==> config.mk <==
export PLATFORM = sky130hd
export DESIGN_NAME = otac_device_flat
export DESIGN_NICKNAME = d
export VERILOG_FILES = /design/src/otac_pkg.sv /design/src/otac_if.sv /design/src/otac_device.sv /design/src/flat_wrapper.sv
export SDC_FILE = /design/constraint.sdc
export NUM_CORES = 1
export LEC_CHECK = 0
export BUFFER_PORTS_ARGS = -buffer_cell sky130_fd_sc_hd__buf_2
export CORE_MARGIN = 8
export CORE_UTILIZATION = 35
export DETAILED_ROUTE_END_ITERATION = 7
export HOLD_SLACK_MARGIN = 0.12
export PLACE_DENSITY_LB_ADDON = 0.05
export SLEW_MARGIN = 10
export SYNTH_ARGS = -nofsm -noshare
export SYNTH_HDL_FRONTEND = slang
export SYNTH_SLANG_ARGS = --single-unit
==> constraint.sdc <==
create_clock -name clk_i -period 1.59 [get_ports clk_i]
set_clock_uncertainty 0.15 [all_clocks]
set_input_delay 0.159 -clock clk_i [delete_from_list [all_inputs] [get_ports clk_i]]
set_output_delay 0.159 -clock clk_i [all_outputs]
set_load 0.02 [all_outputs]
==> src/otac_pkg.sv <==
// operand type / alignment check: shared types, constants and helpers
// assumes both ends of the link import this package
package otac_pkg;
  // ***************************************************
  // widths and counts
  // ***************************************************
  localparam int OTAC_ADDR_W = 16; // byte address width
  localparam int OTAC_DATA_W = 32; // raw operand word
  localparam int OTAC_RES_W = 128; // widened result
  localparam int OTAC_SLOT_W = 2; // thread slot id
  localparam int OTAC_MASK_W = 8; // channel enables
  localparam int OTAC_NIB_W = 4; // packed nibble element
  localparam int OTAC_NIB_CNT = 8;
  localparam int OTAC_NIB_OUT_W = 16; // nibble widened to a word
  localparam int OTAC_MF_W = 8; // packed minifloat element
  localparam int OTAC_MF_CNT = 4;
  localparam int OTAC_MF_SIGN = 7; // sign bit position
  localparam int OTAC_MF_EXP_HI = 6; // exponent bits 6..4
  localparam int OTAC_MF_MANT_W = 4; // mantissa bits 3..0
  localparam int OTAC_F32_PAD_W = 19; // low mantissa fill of a single
  localparam int OTAC_F32_W = 32;
  localparam logic [OTAC_MASK_W-1:0] OTAC_MASK_NIB = 8'hff; // eight lanes
  localparam logic [OTAC_MASK_W-1:0] OTAC_MASK_MF = 8'h0f; // four lanes
  localparam logic [OTAC_MASK_W-1:0] OTAC_MASK_ONE = 8'h01; // lane 0 only
  localparam logic [OTAC_SLOT_W-1:0] OTAC_SLOT_RST = 2'h0;

  // ***************************************************
  // enumerations
  // ***************************************************
  // operand numeric types; nothing wider than 32 bits exists
  typedef enum logic [3:0] {
    otac_ty_u8, otac_ty_s8, otac_ty_u16, otac_ty_s16,
    otac_ty_u32, otac_ty_s32, otac_ty_f32, otac_ty_nib_vec, otac_ty_mf_vec
  } otac_type_t;
  // access units, log2 of size in halfbytes
  typedef enum logic [2:0] {
    otac_un_halfbyte, otac_un_byte, otac_un_word, otac_un_dword,
    otac_un_sixty_four_bit_unit, otac_un_dqword, otac_un_two_fifty_six_bit_unit
  } otac_unit_t;
  // answer codes
  typedef enum logic [2:0] {
    otac_err_none, otac_err_align, otac_err_halfbyte, otac_err_type, otac_err_dead
  } otac_err_t;

  // ***************************************************
  // helpers
  // ***************************************************
  // natural boundary test, used by both ends
  function automatic logic otac_aligned(input otac_unit_t u, input logic [OTAC_ADDR_W-1:0] a);
    logic ok;
    ok = 1'b1;
    case (u)
      otac_un_word: ok = (a[0] == 1'b0);
      otac_un_dword: ok = (a[1:0] == 2'h0);
      otac_un_sixty_four_bit_unit: ok = (a[2:0] == 3'h0);
      otac_un_dqword: ok = (a[3:0] == 4'h0);
      otac_un_two_fifty_six_bit_unit: ok = (a[4:0] == 5'h00);
      default: ok = 1'b1;
    endcase
    return ok;
  endfunction
endpackage

==> src/otac_if.sv <==
// operand type / alignment check: link between thread issuer and decoder
// assumes both ends share one clock outside this interface
`timescale 1ns/1ps
`default_nettype none
interface otac_if;
  import otac_pkg::*;
  logic disp_valid; // thread dispatch pulse
  logic [OTAC_SLOT_W-1:0] disp_slot; // slot of the dispatched thread
  logic req_valid; // access request pulse
  otac_type_t req_type;
  otac_unit_t req_unit;
  logic [OTAC_ADDR_W-1:0] req_addr;
  logic [OTAC_DATA_W-1:0] req_data;
  logic req_imm; // operand is an immediate
  logic req_eot; // end_of_thread_flag on a send
  logic rsp_valid; // answer pulse
  otac_err_t rsp_err;
  logic [OTAC_RES_W-1:0] rsp_data;
  logic [OTAC_MASK_W-1:0] rsp_mask;
  logic rsp_done; // thread ended with this answer
  modport device (
    input disp_valid, disp_slot, req_valid, req_type, req_unit, req_addr, req_data, req_imm, req_eot,
    output rsp_valid, rsp_err, rsp_data, rsp_mask, rsp_done
  );
  modport issuer (
    output disp_valid, disp_slot, req_valid, req_type, req_unit, req_addr, req_data, req_imm, req_eot,
    input rsp_valid, rsp_err, rsp_data, rsp_mask, rsp_done
  );
endinterface
`default_nettype wire

==> src/otac_device.sv <==
// operand type decode and alignment check, execution_unit side
// assumes one request in flight; the issuer waits for each answer
// the issuer already filters misaligned commands; the check here is a second guard
// a refused request still ends the thread when it carries the end flag
`timescale 1ns/1ps
`default_nettype none
module otac_device
  import otac_pkg::*;
(
  input wire logic clk_i,
  input wire logic reset_n_i,
  otac_if.device link,
  output logic [OTAC_SLOT_W-1:0] thread_slot_id_o,
  output logic thread_active_o
);
  // ***************************************************
  // state
  // ***************************************************
  // q holds the slot id, the running flag and the answer fields
  // one packed register keeps every output on a flop
  typedef struct packed {
    logic [OTAC_SLOT_W-1:0] thread_slot_id; // slot running the thread
    logic active; // thread alive
    logic rsp_valid;
    otac_err_t rsp_err;
    logic [OTAC_RES_W-1:0] rsp_data;
    logic [OTAC_MASK_W-1:0] rsp_mask;
    logic rsp_done;
  } otac_dev_state_t;

  otac_dev_state_t q; // registered state
  otac_dev_state_t next_q; // next state

  // ***************************************************
  // conversion helpers
  // ***************************************************
  // packed nibble vector widened to eight signed words
  function automatic logic [OTAC_RES_W-1:0] nib_expand(input logic [OTAC_DATA_W-1:0] v);
    logic [OTAC_RES_W-1:0] r;
    r = '0;
    // sign extend each nibble
    // element i sits at bits 4i+3..4i, lane i at word i
    for (int i = 0; i < OTAC_NIB_CNT; i++) begin
      r[OTAC_NIB_OUT_W*i +: OTAC_NIB_OUT_W] =
        {{(OTAC_NIB_OUT_W-OTAC_NIB_W){v[OTAC_NIB_W*i+OTAC_NIB_W-1]}}, v[OTAC_NIB_W*i +: OTAC_NIB_W]};
    end
    return r;
  endfunction

  // packed minifloat vector widened to four singles
  function automatic logic [OTAC_RES_W-1:0] mf_expand(input logic [OTAC_DATA_W-1:0] v);
    logic [OTAC_RES_W-1:0] r;
    logic [OTAC_MF_W-1:0] b;
    r = '0;
    b = '0;
    for (int i = 0; i < OTAC_MF_CNT; i++) begin
      b = v[OTAC_MF_W*i +: OTAC_MF_W];
      if (b[OTAC_MF_EXP_HI:0] == 7'h00) begin
        // zero keeps its sign only; the +124 exponent rebias would turn it into 0.125
        r[OTAC_F32_W*i +: OTAC_F32_W] = {b[OTAC_MF_SIGN], 31'h0};
      end else begin
        // excess-3 to excess-127: copy top bit, fill inverted, keep low two
        r[OTAC_F32_W*i +: OTAC_F32_W] = {b[OTAC_MF_SIGN], b[OTAC_MF_EXP_HI], {5{~b[OTAC_MF_EXP_HI]}},
          b[OTAC_MF_EXP_HI-1 -: 2], b[OTAC_MF_MANT_W-1:0], {OTAC_F32_PAD_W{1'b0}}};
      end
    end
    return r;
  endfunction

  // scalar widened to 32 bits in lane 0
  function automatic logic [OTAC_RES_W-1:0] scalar_expand(input otac_type_t t,
                                                          input logic [OTAC_ADDR_W-1:0] a,
                                                          input logic [OTAC_DATA_W-1:0] v);
    logic [OTAC_DATA_W-1:0] byte_sel;
    logic [OTAC_DATA_W-1:0] word_sel;
    logic [OTAC_DATA_W-1:0] w;
    // lane select by address
    // low address bits pick the lane, byte 0 on the right
    byte_sel = v >> {a[1:0], 3'h0};
    word_sel = v >> {a[1], 4'h0};
    w = v;
    case (t)
      otac_ty_u8: w = {24'h000000, byte_sel[7:0]};
      otac_ty_s8: w = {{24{byte_sel[7]}}, byte_sel[7:0]};
      otac_ty_u16: w = {16'h0000, word_sel[15:0]};
      otac_ty_s16: w = {{16{word_sel[15]}}, word_sel[15:0]};
      default: w = v; // 32-bit types pass unchanged
    endcase
    return {96'h0, w};
  endfunction

  // ***************************************************
  // next-state logic
  // ***************************************************
  // decode, check and answer one request per cycle
  // back to back requests are fine; nothing here waits
  always_comb begin
    next_q = q;
    next_q.rsp_valid = 1'b0;
    next_q.rsp_done = 1'b0;
    if (link.disp_valid) begin
      next_q.thread_slot_id = link.disp_slot;
      next_q.active = 1'b1;
    end
    if (link.req_valid) begin
      next_q.rsp_valid = 1'b1;
      next_q.rsp_err = otac_err_none;
      next_q.rsp_data = '0;
      next_q.rsp_mask = '0;
      // refusal order: dead, halfbyte, alignment, type
      if (!q.active) begin
        // a finished or never-dispatched thread gets nothing
        next_q.rsp_err = otac_err_dead;
      end else if (link.req_unit == otac_un_halfbyte) begin
        next_q.rsp_err = otac_err_halfbyte;
      end else if (!otac_aligned(link.req_unit, link.req_addr)) begin
        next_q.rsp_err = otac_err_align;
      end else begin
        case (link.req_type)
          otac_ty_nib_vec: begin
            // immediate dword only
            if (!link.req_imm || link.req_unit != otac_un_dword) begin
              next_q.rsp_err = otac_err_type;
            end else begin
              next_q.rsp_data = nib_expand(link.req_data);
              next_q.rsp_mask = OTAC_MASK_NIB;
            end
          end
          otac_ty_mf_vec: begin
            if (!link.req_imm || link.req_unit != otac_un_dword) begin
              next_q.rsp_err = otac_err_type;
            end else begin
              next_q.rsp_data = mf_expand(link.req_data);
              next_q.rsp_mask = OTAC_MASK_MF;
            end
          end
          // scalars and groups; units above a dword carry no numeric value
          default: begin
            if (link.req_unit > otac_un_dword) begin
              next_q.rsp_data = {96'h0, link.req_data};
              next_q.rsp_mask = OTAC_MASK_ONE;
            end else begin
              next_q.rsp_data = scalar_expand(link.req_type, link.req_addr, link.req_data);
              next_q.rsp_mask = OTAC_MASK_ONE;
            end
          end
        endcase
      end
      if (q.active && link.req_eot) begin
        // last instruction ends thread
        // a dispatch landing in the same cycle wins over the end
        next_q.active = link.disp_valid;
        next_q.rsp_done = 1'b1;
      end
    end
  end

  // ***************************************************
  // registers
  // ***************************************************
  // whole state in one register
  // reset: no thread running, no answer pending
  always_ff @(posedge clk_i or negedge reset_n_i) begin
    if (!reset_n_i) begin
      q <= '{thread_slot_id: OTAC_SLOT_RST, active: 1'b0, rsp_valid: 1'b0, rsp_err: otac_err_none,
             rsp_data: '0, rsp_mask: '0, rsp_done: 1'b0};
    end else begin
      q <= next_q;
    end
  end

  // ***************************************************
  // outputs, straight from flops
  // ***************************************************
  // answer fields hold until the next answer
  assign link.rsp_valid = q.rsp_valid;
  assign link.rsp_err = q.rsp_err;
  assign link.rsp_data = q.rsp_data;
  assign link.rsp_mask = q.rsp_mask;
  assign link.rsp_done = q.rsp_done;
  assign thread_slot_id_o = q.thread_slot_id;
  assign thread_active_o = q.active;
endmodule
`default_nettype wire

==> src/flat_wrapper.sv <==
// flat-port wrapper written by rule: the top's interface ports become plain ports
module otac_device_flat import otac_pkg::*;
  (clk_i, reset_n_i, thread_slot_id_o, thread_active_o, link_disp_valid, link_disp_slot, link_req_valid, link_req_type, link_req_unit, link_req_addr, link_req_data, link_req_imm, link_req_eot, link_rsp_valid, link_rsp_err, link_rsp_data, link_rsp_mask, link_rsp_done);
  otac_if link_i ();
  input wire logic clk_i;
  input wire logic reset_n_i;
  output logic [OTAC_SLOT_W-1:0] thread_slot_id_o;
  output logic thread_active_o;
  input wire logic [$bits(link_i.disp_valid)-1:0] link_disp_valid;
  input wire logic [$bits(link_i.disp_slot)-1:0] link_disp_slot;
  input wire logic [$bits(link_i.req_valid)-1:0] link_req_valid;
  input wire logic [$bits(link_i.req_type)-1:0] link_req_type;
  input wire logic [$bits(link_i.req_unit)-1:0] link_req_unit;
  input wire logic [$bits(link_i.req_addr)-1:0] link_req_addr;
  input wire logic [$bits(link_i.req_data)-1:0] link_req_data;
  input wire logic [$bits(link_i.req_imm)-1:0] link_req_imm;
  input wire logic [$bits(link_i.req_eot)-1:0] link_req_eot;
  output wire logic [$bits(link_i.rsp_valid)-1:0] link_rsp_valid;
  output wire logic [$bits(link_i.rsp_err)-1:0] link_rsp_err;
  output wire logic [$bits(link_i.rsp_data)-1:0] link_rsp_data;
  output wire logic [$bits(link_i.rsp_mask)-1:0] link_rsp_mask;
  output wire logic [$bits(link_i.rsp_done)-1:0] link_rsp_done;
  assign link_i.disp_valid = link_disp_valid;
  assign link_i.disp_slot = link_disp_slot;
  assign link_i.req_valid = link_req_valid;
  assign link_i.req_type = link_req_type;
  assign link_i.req_unit = link_req_unit;
  assign link_i.req_addr = link_req_addr;
  assign link_i.req_data = link_req_data;
  assign link_i.req_imm = link_req_imm;
  assign link_i.req_eot = link_req_eot;
  assign link_rsp_valid = link_i.rsp_valid;
  assign link_rsp_err = link_i.rsp_err;
  assign link_rsp_data = link_i.rsp_data;
  assign link_rsp_mask = link_i.rsp_mask;
  assign link_rsp_done = link_i.rsp_done;
  otac_device u_core (.clk_i(clk_i), .reset_n_i(reset_n_i), .link(link_i), .thread_slot_id_o(thread_slot_id_o), .thread_active_o(thread_active_o));
endmodule
==> results of run 1 <==
==> timing repair <==
| action | CTS | global route |
|---|---|---|
| gates cloned | 0 | 1 |
| hold buffers | 40 | 0 |
| pin swaps | 0 | 3 |
| endpoints found under the setup margin | 16 | 24 |
| buffers inserted | 0 | 2 |
| endpoints found under the hold margin | 167 | 0 |
| resized for setup | 5 | 7 |
==> layer usage <==
layer	GRT usage	vias up
met4	0.0742	0
li1	-	2204
met5	0	-
met1	0.251	2338
met2	0.307	169
met3	0.0442	25
==> metrics by stage <==
step | instance area, um2 | power, mW | cells
finish | 7140 | 6.02 | 902
global route | 7140 | 6.25 | 902
CTS | 7070 | 6.06 | 899
detailed placement | 6300 | 3.53 | 843
global placement | 6300 | 3.53 | 843
floorplan | 5070 | 3.01 | 485
==> state kept, by name, summed over array words and instances (netlist names) <==
| register | cells |
|---|---|
| u_core.thread_active_o | 1 |
| u_core.link.rsp_data | 80 |
| u_core.thread_slot_id_o | 2 |
| u_core.link.rsp_done | 1 |
| u_core.link.rsp_mask | 3 |
| u_core.link.rsp_err | 3 |
| u_core.link.rsp_valid | 1 |
==> report_power, final <==
group / internal (mW) / switching [mW] / total (mW)
registers: 2.41 / 0.0621 / 2.48
clock network: 1.47 / 0.965 / 2.44
logic: 0.464 / 0.644 / 1.11
total: 4.35 / 1.67 / 6.02
==> worst max-delay path: stages (launching register included) <==
cell and delay [ns]:
dfrtp_1 0.42, nand2_1 0.11, dlygate4sd3_1 0.60, a21oi_2 0.05, a21o_1 0.15
==> logic make-up (layout without fill, tap and decap cells) <==
kind of cell	count (synthesis)	after routing	synth area share
buffers and inverters	103	340	0.132
AND/OR/NAND/NOR	87	87	0.0911
AO/OA/AOI/OAI	192	192	0.288
multiplexers	12	12	0.0274
flip-flops	91	91	0.462
==> how the worst max path moves through the flow <==
| stage | start | endpoint | slack (ns) | cells after the start |
|---|---|---|---|---|
| 6_report | u_core.thread_active_o | u_core.link.rsp_err[1] | 0.02 | 4 |
| 5_1_grt | u_core.thread_active_o | u_core.link.rsp_err[1] | -0.05 | 4 |
| 4_1_cts | link_req_addr[1] | u_core.link.rsp_data[29] | 0.005 | 9 |
| 3_5_place_dp | link_req_addr[1] | u_core.link.rsp_data[31] | -0.41 | 8 |
| 3_3_place_gp | link_req_addr[1] | u_core.link.rsp_data[18] | -0.40 | 8 |
| 2_1_floorplan | link_req_addr[1] | u_core.link.rsp_mask[3] | -0.17 | 8 |
==> layout by cell type, fill, tap and decap left out, types with 10 or more instances in the layout <==
cell and instances:
a21oi_1 62, a22o_1 22, buf_2 194, buf_4 70, clkbuf_16 10, dfrtp_1 91
dlygate4sd3_1 40, nand2_1 17, nor2_1 25, o21ai_0 19, o2bb2ai_1 31, o2bb2ai_2 20
o32ai_1 14
==> layout make-up <==
type	count	area share
multi-input combinational	291	0.303
sequential	91	0.319
timing repair buffer	314	0.295
clock inverter	5	0.0116
clock buffer	11	0.0354
tap	180	0.0316
inverter	10	0.00526
==> impl_metrics.tcl, run 1 <==
set metrics [dict create \
    holdWs_ns 0.137 \
    ant_nets 0 \
    status "finished, final reports clean" \
    cellLeakagePower_nw 3.60 \
    clkTransAtPathRegs_ns 0.07 \
    grt-ovfl-total 0 \
    synth.distinct_cells 46 \
    grt_max_degree 34 \
    fin_tns_setup_ns 0 \
    grt_pass1_vias 4811 \
    critPathKind "flip-flop to flip-flop" \
    ys_ff_latch 91 \
    max_slew_margin 0.705 \
    slew_viol_final 0 \
    finalWeightedCongestion 0.904 \
    wl_met1_um 7850 \
    synth_common_cells "dfrtp_1, a21oi_1, buf_4, o2bb2ai_1, nor2_1" \
    drc 0 \
    drv_cap 0 \
    ys.flop_type "dfrtp_1" \
    wl_met2_um 8560 \
    holdPathStages 4 \
    fill_cells 1281 \
    antenna_found_initial 0 \
    worstSkewPairLatency_ns 0.34 \
    min_period_ns 1.57 \
    vias 4736 \
    finalHoldViolations 0 \
    min_to "u_core.link.rsp_data[7]" \
    r2r-end "u_core.link.rsp_err[1]" \
    drtPass1Iterations 5 \
    core_area_um2 13800 \
    r2r_setup_slack_ns 0.02 \
    syn-instance-count 485 \
    max_freq_mhz 635 \
    async_flop_share 1.00 \
    cts_tree "done" \
    layout.nets 780 \
    arrival_ns 1.67 \
    synth.net_count 548 \
    synth_seq_area_share 0.462 \
    cts_buffers 9 \
    reg2reg_from "u_core.thread_active_o" \
    viasPerCell 5.25 \
    hold_path_class "input port to flip-flop" \
    pin_count 207 \
    peakVddDrop_mv 0.430 \
    yosysWarnings 0 \
    yosys.area.top_type "dfrtp_1" \
    drt_iter0_markers 281 \
    cts_buffer_depth 2 \
    die_w_um 135 \
    portBuffers 195 \
    syn_to_final_growth_pct 44.8 \
    cp-end-kind "flip-flop" \
    fin_util 0.516 \
    root_buffer "clkbuf_16" \
    initial_utilization 0.357 \
    highest_layer "met4" \
    setup_violations 0 \
    cp_max_fo 3 \
    dieArea_um2 18100 \
    crit_required_ns 1.68 \
    syn_area_um2 4930 \
    multi_input_area_um2 2160 \
    critPathLaunchType "flip-flop" \
    die_h_um 135 \
    r2r.worst_path.cells 4 \
    synth_area_leaders "dfrtp_1, buf_4, o2bb2ai_1, a21oi_1, a22o_1" \
    min_period_over_period 0.990 \
    num_rows 43 \
    grt_usage 0.194 \
    wirelength_um 18000 \
    worst_pin_slew_ns 0.443 \
    dpl.hpwl_um 13400 \
    layout-drive-gt1-share 0.465 \
    synth_most_common_cell "dfrtp_1" \
    power_density_nw_per_um2 843 \
    cts_num_sinks 91 \
    synth_top_area_frac 0.462 \
    dp_slack_ns -0.409 \
    rsz0062_at_grt "yes" \
    fin_ws_ns 0.0164 \
    regArea_um2 2280 \
    avgSynthCellArea_um2 10.2 \
    synth_edf_count 0 \
    hold_start "link_req_data[7]" \
    htree_levels 3 \
    diodes 0 \
    route.met3.wl_um 1280 \
    avgRoutedWirePerCell_um 20.0 \
    grt_pass1_wl_um 27600 \
]
Note: power is estimated with default switching activity, not from simulation.
==> inputs of run 2 (changes only) <==
clock period = 1.3 ns   (was 1.59 ns; I/O delays follow)
==> impl_metrics.tcl, run 2 (synthesis gave the netlist of run 1 again) <==
set metrics [dict create \
    status "complete, but fails checks" \
    violations "setup timing" \
    combPwrFrac 0.224 \
    peakVddDrop_mv 0.584 \
    grt_max_degree 92 \
    drt_iter0_markers 246 \
    finalInstanceArea_um2 7890 \
    dieArea_um2 18100 \
    critPathKind "input port to flip-flop" \
    dp_slack_ns -0.736 \
    rsz0062_at_grt "yes" \
    clkTransAtPathRegs_ns 0.07 \
    power_frac_seq 0.426 \
    place_area_um2 6470 \
    place_inst 856 \
    largest_reg_flops 80 \
    total_power_mw 7.13 \
    dpl.hpwl_um 13700 \
    grt_pass1_vias 5014 \
    diodes 0 \
    drv_cap 0 \
    die_w_um 135 \
    fin_ws_ns -0.216 \
    cellLeakagePower_nw 3.88 \
    setup_violations 118 \
    grt_pass1_wl_um 29500 \
    syn_to_final_growth_pct 60.1 \
    power_density_nw_per_um2 903 \
    die_h_um 135 \
    instances_no_fill 932 \
    drc 0 \
    slew_viol_final 0 \
    crit_required_ns 1.42 \
    layout.nets 810 \
    min_period_ns 1.52 \
    portBuffers 195 \
    cp-end-kind "flip-flop" \
    min_period_over_period 1.17 \
    finalWeightedCongestion 0.891 \
    htree_levels 3 \
    switching_share 0.298 \
    antenna_found_initial 0 \
    avgRoutedWirePerCell_um 21.2 \
    internal_power_mw 5.00 \
    grt_usage 0.210 \
    initial_utilization 0.357 \
    fin_tns_setup_ns -14.42 \
    max_slew_margin 0.664 \
    cts_tree "done" \
    cts_buffer_depth 2 \
    fill_cells 1246 \
    worst_pin_slew_ns 0.499 \
    worstSkewPairLatency_ns 0.35 \
    pin_count 207 \
    hold_path_class "input port to flip-flop" \
    arrival_ns 1.64 \
    ant_nets 0 \
    num_rows 43 \
    cts_buffers 9 \
    layout-drive-gt1-share 0.561 \
    viasPerCell 5.24 \
    max_freq_mhz 660 \
    regArea_um2 2280 \
    finalHoldViolations 0 \
    wirelength_um 19700 \
    drtPass1Iterations 4 \
    vias 4884 \
    cts_num_sinks 91 \
    clkPwrFrac 0.350 \
    critPathLaunchType "input port" \
    root_buffer "clkbuf_16" \
    core_area_um2 13800 \
    grt-ovfl-total 0 \
    p_switching_mw 2.12 \
    multi_input_area_um2 2500 \
    cp_max_fo 5 \
    layout_common_cells "buf_2, buf_4, dfrtp_1" \
    final_common_cell "buf_2" \
]
==> run 2: per-layer routing <==
metal	track usage	routed length, um	share of wire
met1	0.276	8540	0.43
met2	0.333	9680	0.49
met3	0.0457	1280	0.065
met4	0.0717	249	0.013
met5	0	0	0
==> run 2: power by group through the flow <==
stage	Clock [mW]	Sequential, mW	Combinational (mW)
6_report	2.49	3.04	1.59
5_1_grt	2.64	3.05	1.70
4_1_cts	2.55	3.03	1.50
3_5_place_dp	0	3.08	1.31
3_3_place_gp	0	3.09	1.29
2_1_floorplan	0	3.22	0.466
==> run 2: repair_timing <==
action                                 in CTS  in global routing
resized for setup                          54                 98
setup endpoints to repair                 125                130
pin swaps                                   6                  6
gates cloned                                2                  2
hold buffers                               37                  0
setup buffers                               8                 14
endpoints found under the hold margin     164                  0
==> run 2: final timing paths <==
kind / start / endpoint / slack [ns] / depth (start not counted)
worst max-delay path: link_req_addr[2] / u_core.link.rsp_data[27] / -0.22 / 7
worst min-delay path: link_req_data[2] / u_core.link.rsp_data[2] / 0.12 / 4
worst max register to register: u_core.thread_active_o / u_core.link.rsp_data[27] / -0.19 / 6
worst min register to register: u_core.link.rsp_data[53] / u_core.link.rsp_data[53] / 0.33 / 1
max in group asynchronous: reset_n_i / u_core.link.rsp_data[47] / 0.38 / 3
min in group asynchronous: reset_n_i / u_core.link.rsp_mask[0] / 0.21 / 3
==> run 2: worst max-delay path, stage by stage <==
cell and delay (ns):
buf_6 0.09, or4_4 0.57, a21oi_4 0.22, o21ai_4 0.10
buf_6 0.16, a21o_4 0.22, o2bb2ai_1 0.15
==> run 2: through the flow <==
stage           util  hold WS (ns)
2_1_floorplan      -        -0.316
3_3_place_gp   0.468        0.0674
3_5_place_dp   0.468        0.0725
4_1_cts        0.537         0.116
5_1_grt        0.571         0.125
6_report       0.571         0.125
==> run 2: layout make-up <==
class | count | area share
repair buffers | 343 | 0.326
multi-input cells | 292 | 0.317
flip-flops and latches | 91 | 0.289
clock buffers | 12 | 0.0312
well taps | 180 | 0.0285
inverters | 10 | 0.00507
clock inverters | 4 | 0.00301
==> inputs of run 3 (changes only) <==
--- a/config.mk
+++ b/config.mk
@@ -7,4 +7,5 @@
 export LEC_CHECK = 0
 export BUFFER_PORTS_ARGS = -buffer_cell sky130_fd_sc_hd__buf_2
+export CORE_ASPECT_RATIO = 1.75
 export CORE_MARGIN = 8
 export CORE_UTILIZATION = 35
--- a/constraint.sdc
+++ b/constraint.sdc
@@ -3,3 +3,3 @@
 set_input_delay 0.13 -clock clk_i [delete_from_list [all_inputs] [get_ports clk_i]]
 set_output_delay 0.13 -clock clk_i [all_outputs]
-set_load 0.02 [all_outputs]
+set_load 0.01 [all_outputs]
==> impl_metrics.tcl, run 3 (synthesis gave the netlist of run 1 again) <==
set metrics [dict create \
    grtUsageMet3 0.0491 \
    met2_usage 0.354 \
    diodes 0 \
    ant_nets 0 \
    violations "setup timing" \
    grt_pass1_vias 5310 \
    critPathKind "flip-flop to output port" \
    cts_buffers 9 \
    peakVddDrop_mv 0.536 \
    crit_path_cell_trace "buf_4 > buf_4 > buf_6 > buf_6" \
    dieArea_um2 18300 \
    cp_slowest_cell "dfrtp_1" \
    drc 0 \
    antenna_found_initial 0 \
    grt-ovfl-total 0 \
    fin_util 0.577 \
    largest_reg_flops 80 \
    cts_tree "done" \
    htree_levels 3 \
    status "complete, but fails checks" \
    worst_pin_slew_ns 0.478 \
    grt_pass1_wl_um 31000 \
    initial_utilization 0.356 \
    grt_usage 0.215 \
    busiest_layer "met2" \
    syn_to_final_growth_pct 62.1 \
    finalHoldViolations 0 \
    power_density_nw_per_um2 924 \
    die_h_um 173 \
    crit_required_ns 1.02 \
    max_stage_delay_ns 0.41 \
    num_rows 57 \
    cts_hold_buf 36 \
    cp-end-kind "output port" \
    clkTransAtPathRegs_ns 0.07 \
    slew_viol_final 0 \
    hold_path_class "input port to asynchronous set/reset pin" \
    finalWeightedCongestion 0.885 \
    min_period_over_period 1.17 \
    root_buffer "clkbuf_16" \
    layout-drive-gt1-share 0.549 \
    rsz0062_at_grt "yes" \
    fin_ws_ns -0.220 \
    viasPerCell 5.32 \
    dpl.hpwl_um 14300 \
    cellLeakagePower_nw 3.90 \
    cp_max_fo 4 \
    grtUsageMet1 0.244 \
    portBuffers 195 \
    max_slew_margin 0.680 \
    setup_violations 118 \
    critPathLaunchType "flip-flop" \
    pin_count 207 \
    wirelength_um 20200 \
    core_area_um2 13800 \
    total_power_mw 7.38 \
    drtPass1Iterations 4 \
    vias 4978 \
    cts_buffer_depth 2 \
    layout_common_cells "buf_2, buf_4, dfrtp_1" \
    cts_num_sinks 91 \
    max_freq_mhz 658 \
    die_w_um 106 \
    dp_slack_ns -0.710 \
    layout.nets 817 \
    avgRoutedWirePerCell_um 21.6 \
    drv_cap 0 \
    worstSkewPairLatency_ns 0.34 \
    arrival_ns 1.24 \
    grt_max_degree 34 \
    drt_iter0_markers 280 \
    min_period_ns 1.52 \
    final_common_cell "buf_2" \
]
==> run 3: changes by cell type in the layout (fill, tap and decap cells not counted), sizes merged <==
| cell | previous run | this run |
|---|---|---|
| buf | 305 | 312 |
| clkbuf | 13 | 11 |
| dlygate4sd3 | 36 | 35 |
| bufinv | 0 | 2 |
| clkinvlp | 0 | 2 |
| clkinv | 3 | 1 |
| nand2b | 2 | 3 |
==> run 3: metal layers <==
| metal | up-vias | share of wire |
|---|---|---|
| li1 | 2288 | - |
| met1 | 2425 | 0.38 |
| met2 | 220 | 0.51 |
| met3 | 45 | 0.060 |
| met4 | 0 | 0.050 |
| met5 | - | 0 |
==> run 3: power by group <==
part	internal, mW	switching, mW	total [mW]
clock network	1.69	1.17	2.86
logic	0.698	0.792	1.49
registers	2.95	0.0809	3.03
==> run 3: worst paths after layout <==
kind	slack, ns	to	startpoint	cells after the start
min in group clk_i	0.12	u_core.link.rsp_data[2]	link_req_data[2]	4
worst min-delay path	0.06	u_core.link.rsp_mask[0]	reset_n_i	2
worst max-delay path	-0.22	thread_active_o	u_core.thread_active_o	4
worst min register to register	0.33	u_core.link.rsp_err[1]	u_core.link.rsp_err[1]	1
worst max register to register	-0.20	u_core.link.rsp_data[25]	u_core.thread_active_o	6
max in group asynchronous	0.45	u_core.link.rsp_data[30]	reset_n_i	3
==> run 3: timing repair <==
item / 4_1_cts / 5_1_grt
gates resized for setup: 51 / 78
buffers inserted: 6 / 11
endpoints found under the setup margin: 125 / 125
pin swaps: 6 / 13
gates cloned: 4 / 1
hold endpoints to repair: 157 / 16
==> run 3: final cells by class <==
| class | instances | area [um2] |
|---|---|---|
| Fill cell | 1214 | 5850 |
| Clock inverter | 6 | 88.8 |
| Clock buffer | 10 | 229 |
| Multi-Input combinational cell | 293 | 2430 |
| Inverter | 10 | 37.5 |
| Tap cell | 177 | 221 |
| Timing Repair Buffer | 349 | 2700 |
| Sequential cell | 91 | 2280 |
==> run 3: worst max-delay path, delay by kind of cell, from the launching register on <==
family   cells  cell delay, ns
buf+inv      4            0.48
flops        1            0.41
==> run 3: through the flow <==
stage,area [um2],std cells,setup TNS [ns],hold slack [ns]
2_1_floorplan,5100,485,-32.46,-0.316
3_3_place_gp,6500,862,-47.34,-0.113
3_5_place_dp,6500,862,-47.62,-0.110
4_1_cts,7470,924,-11.35,0.0560
5_1_grt,7990,936,-18.97,0.0913
6_report,7990,936,-12.75,0.0575
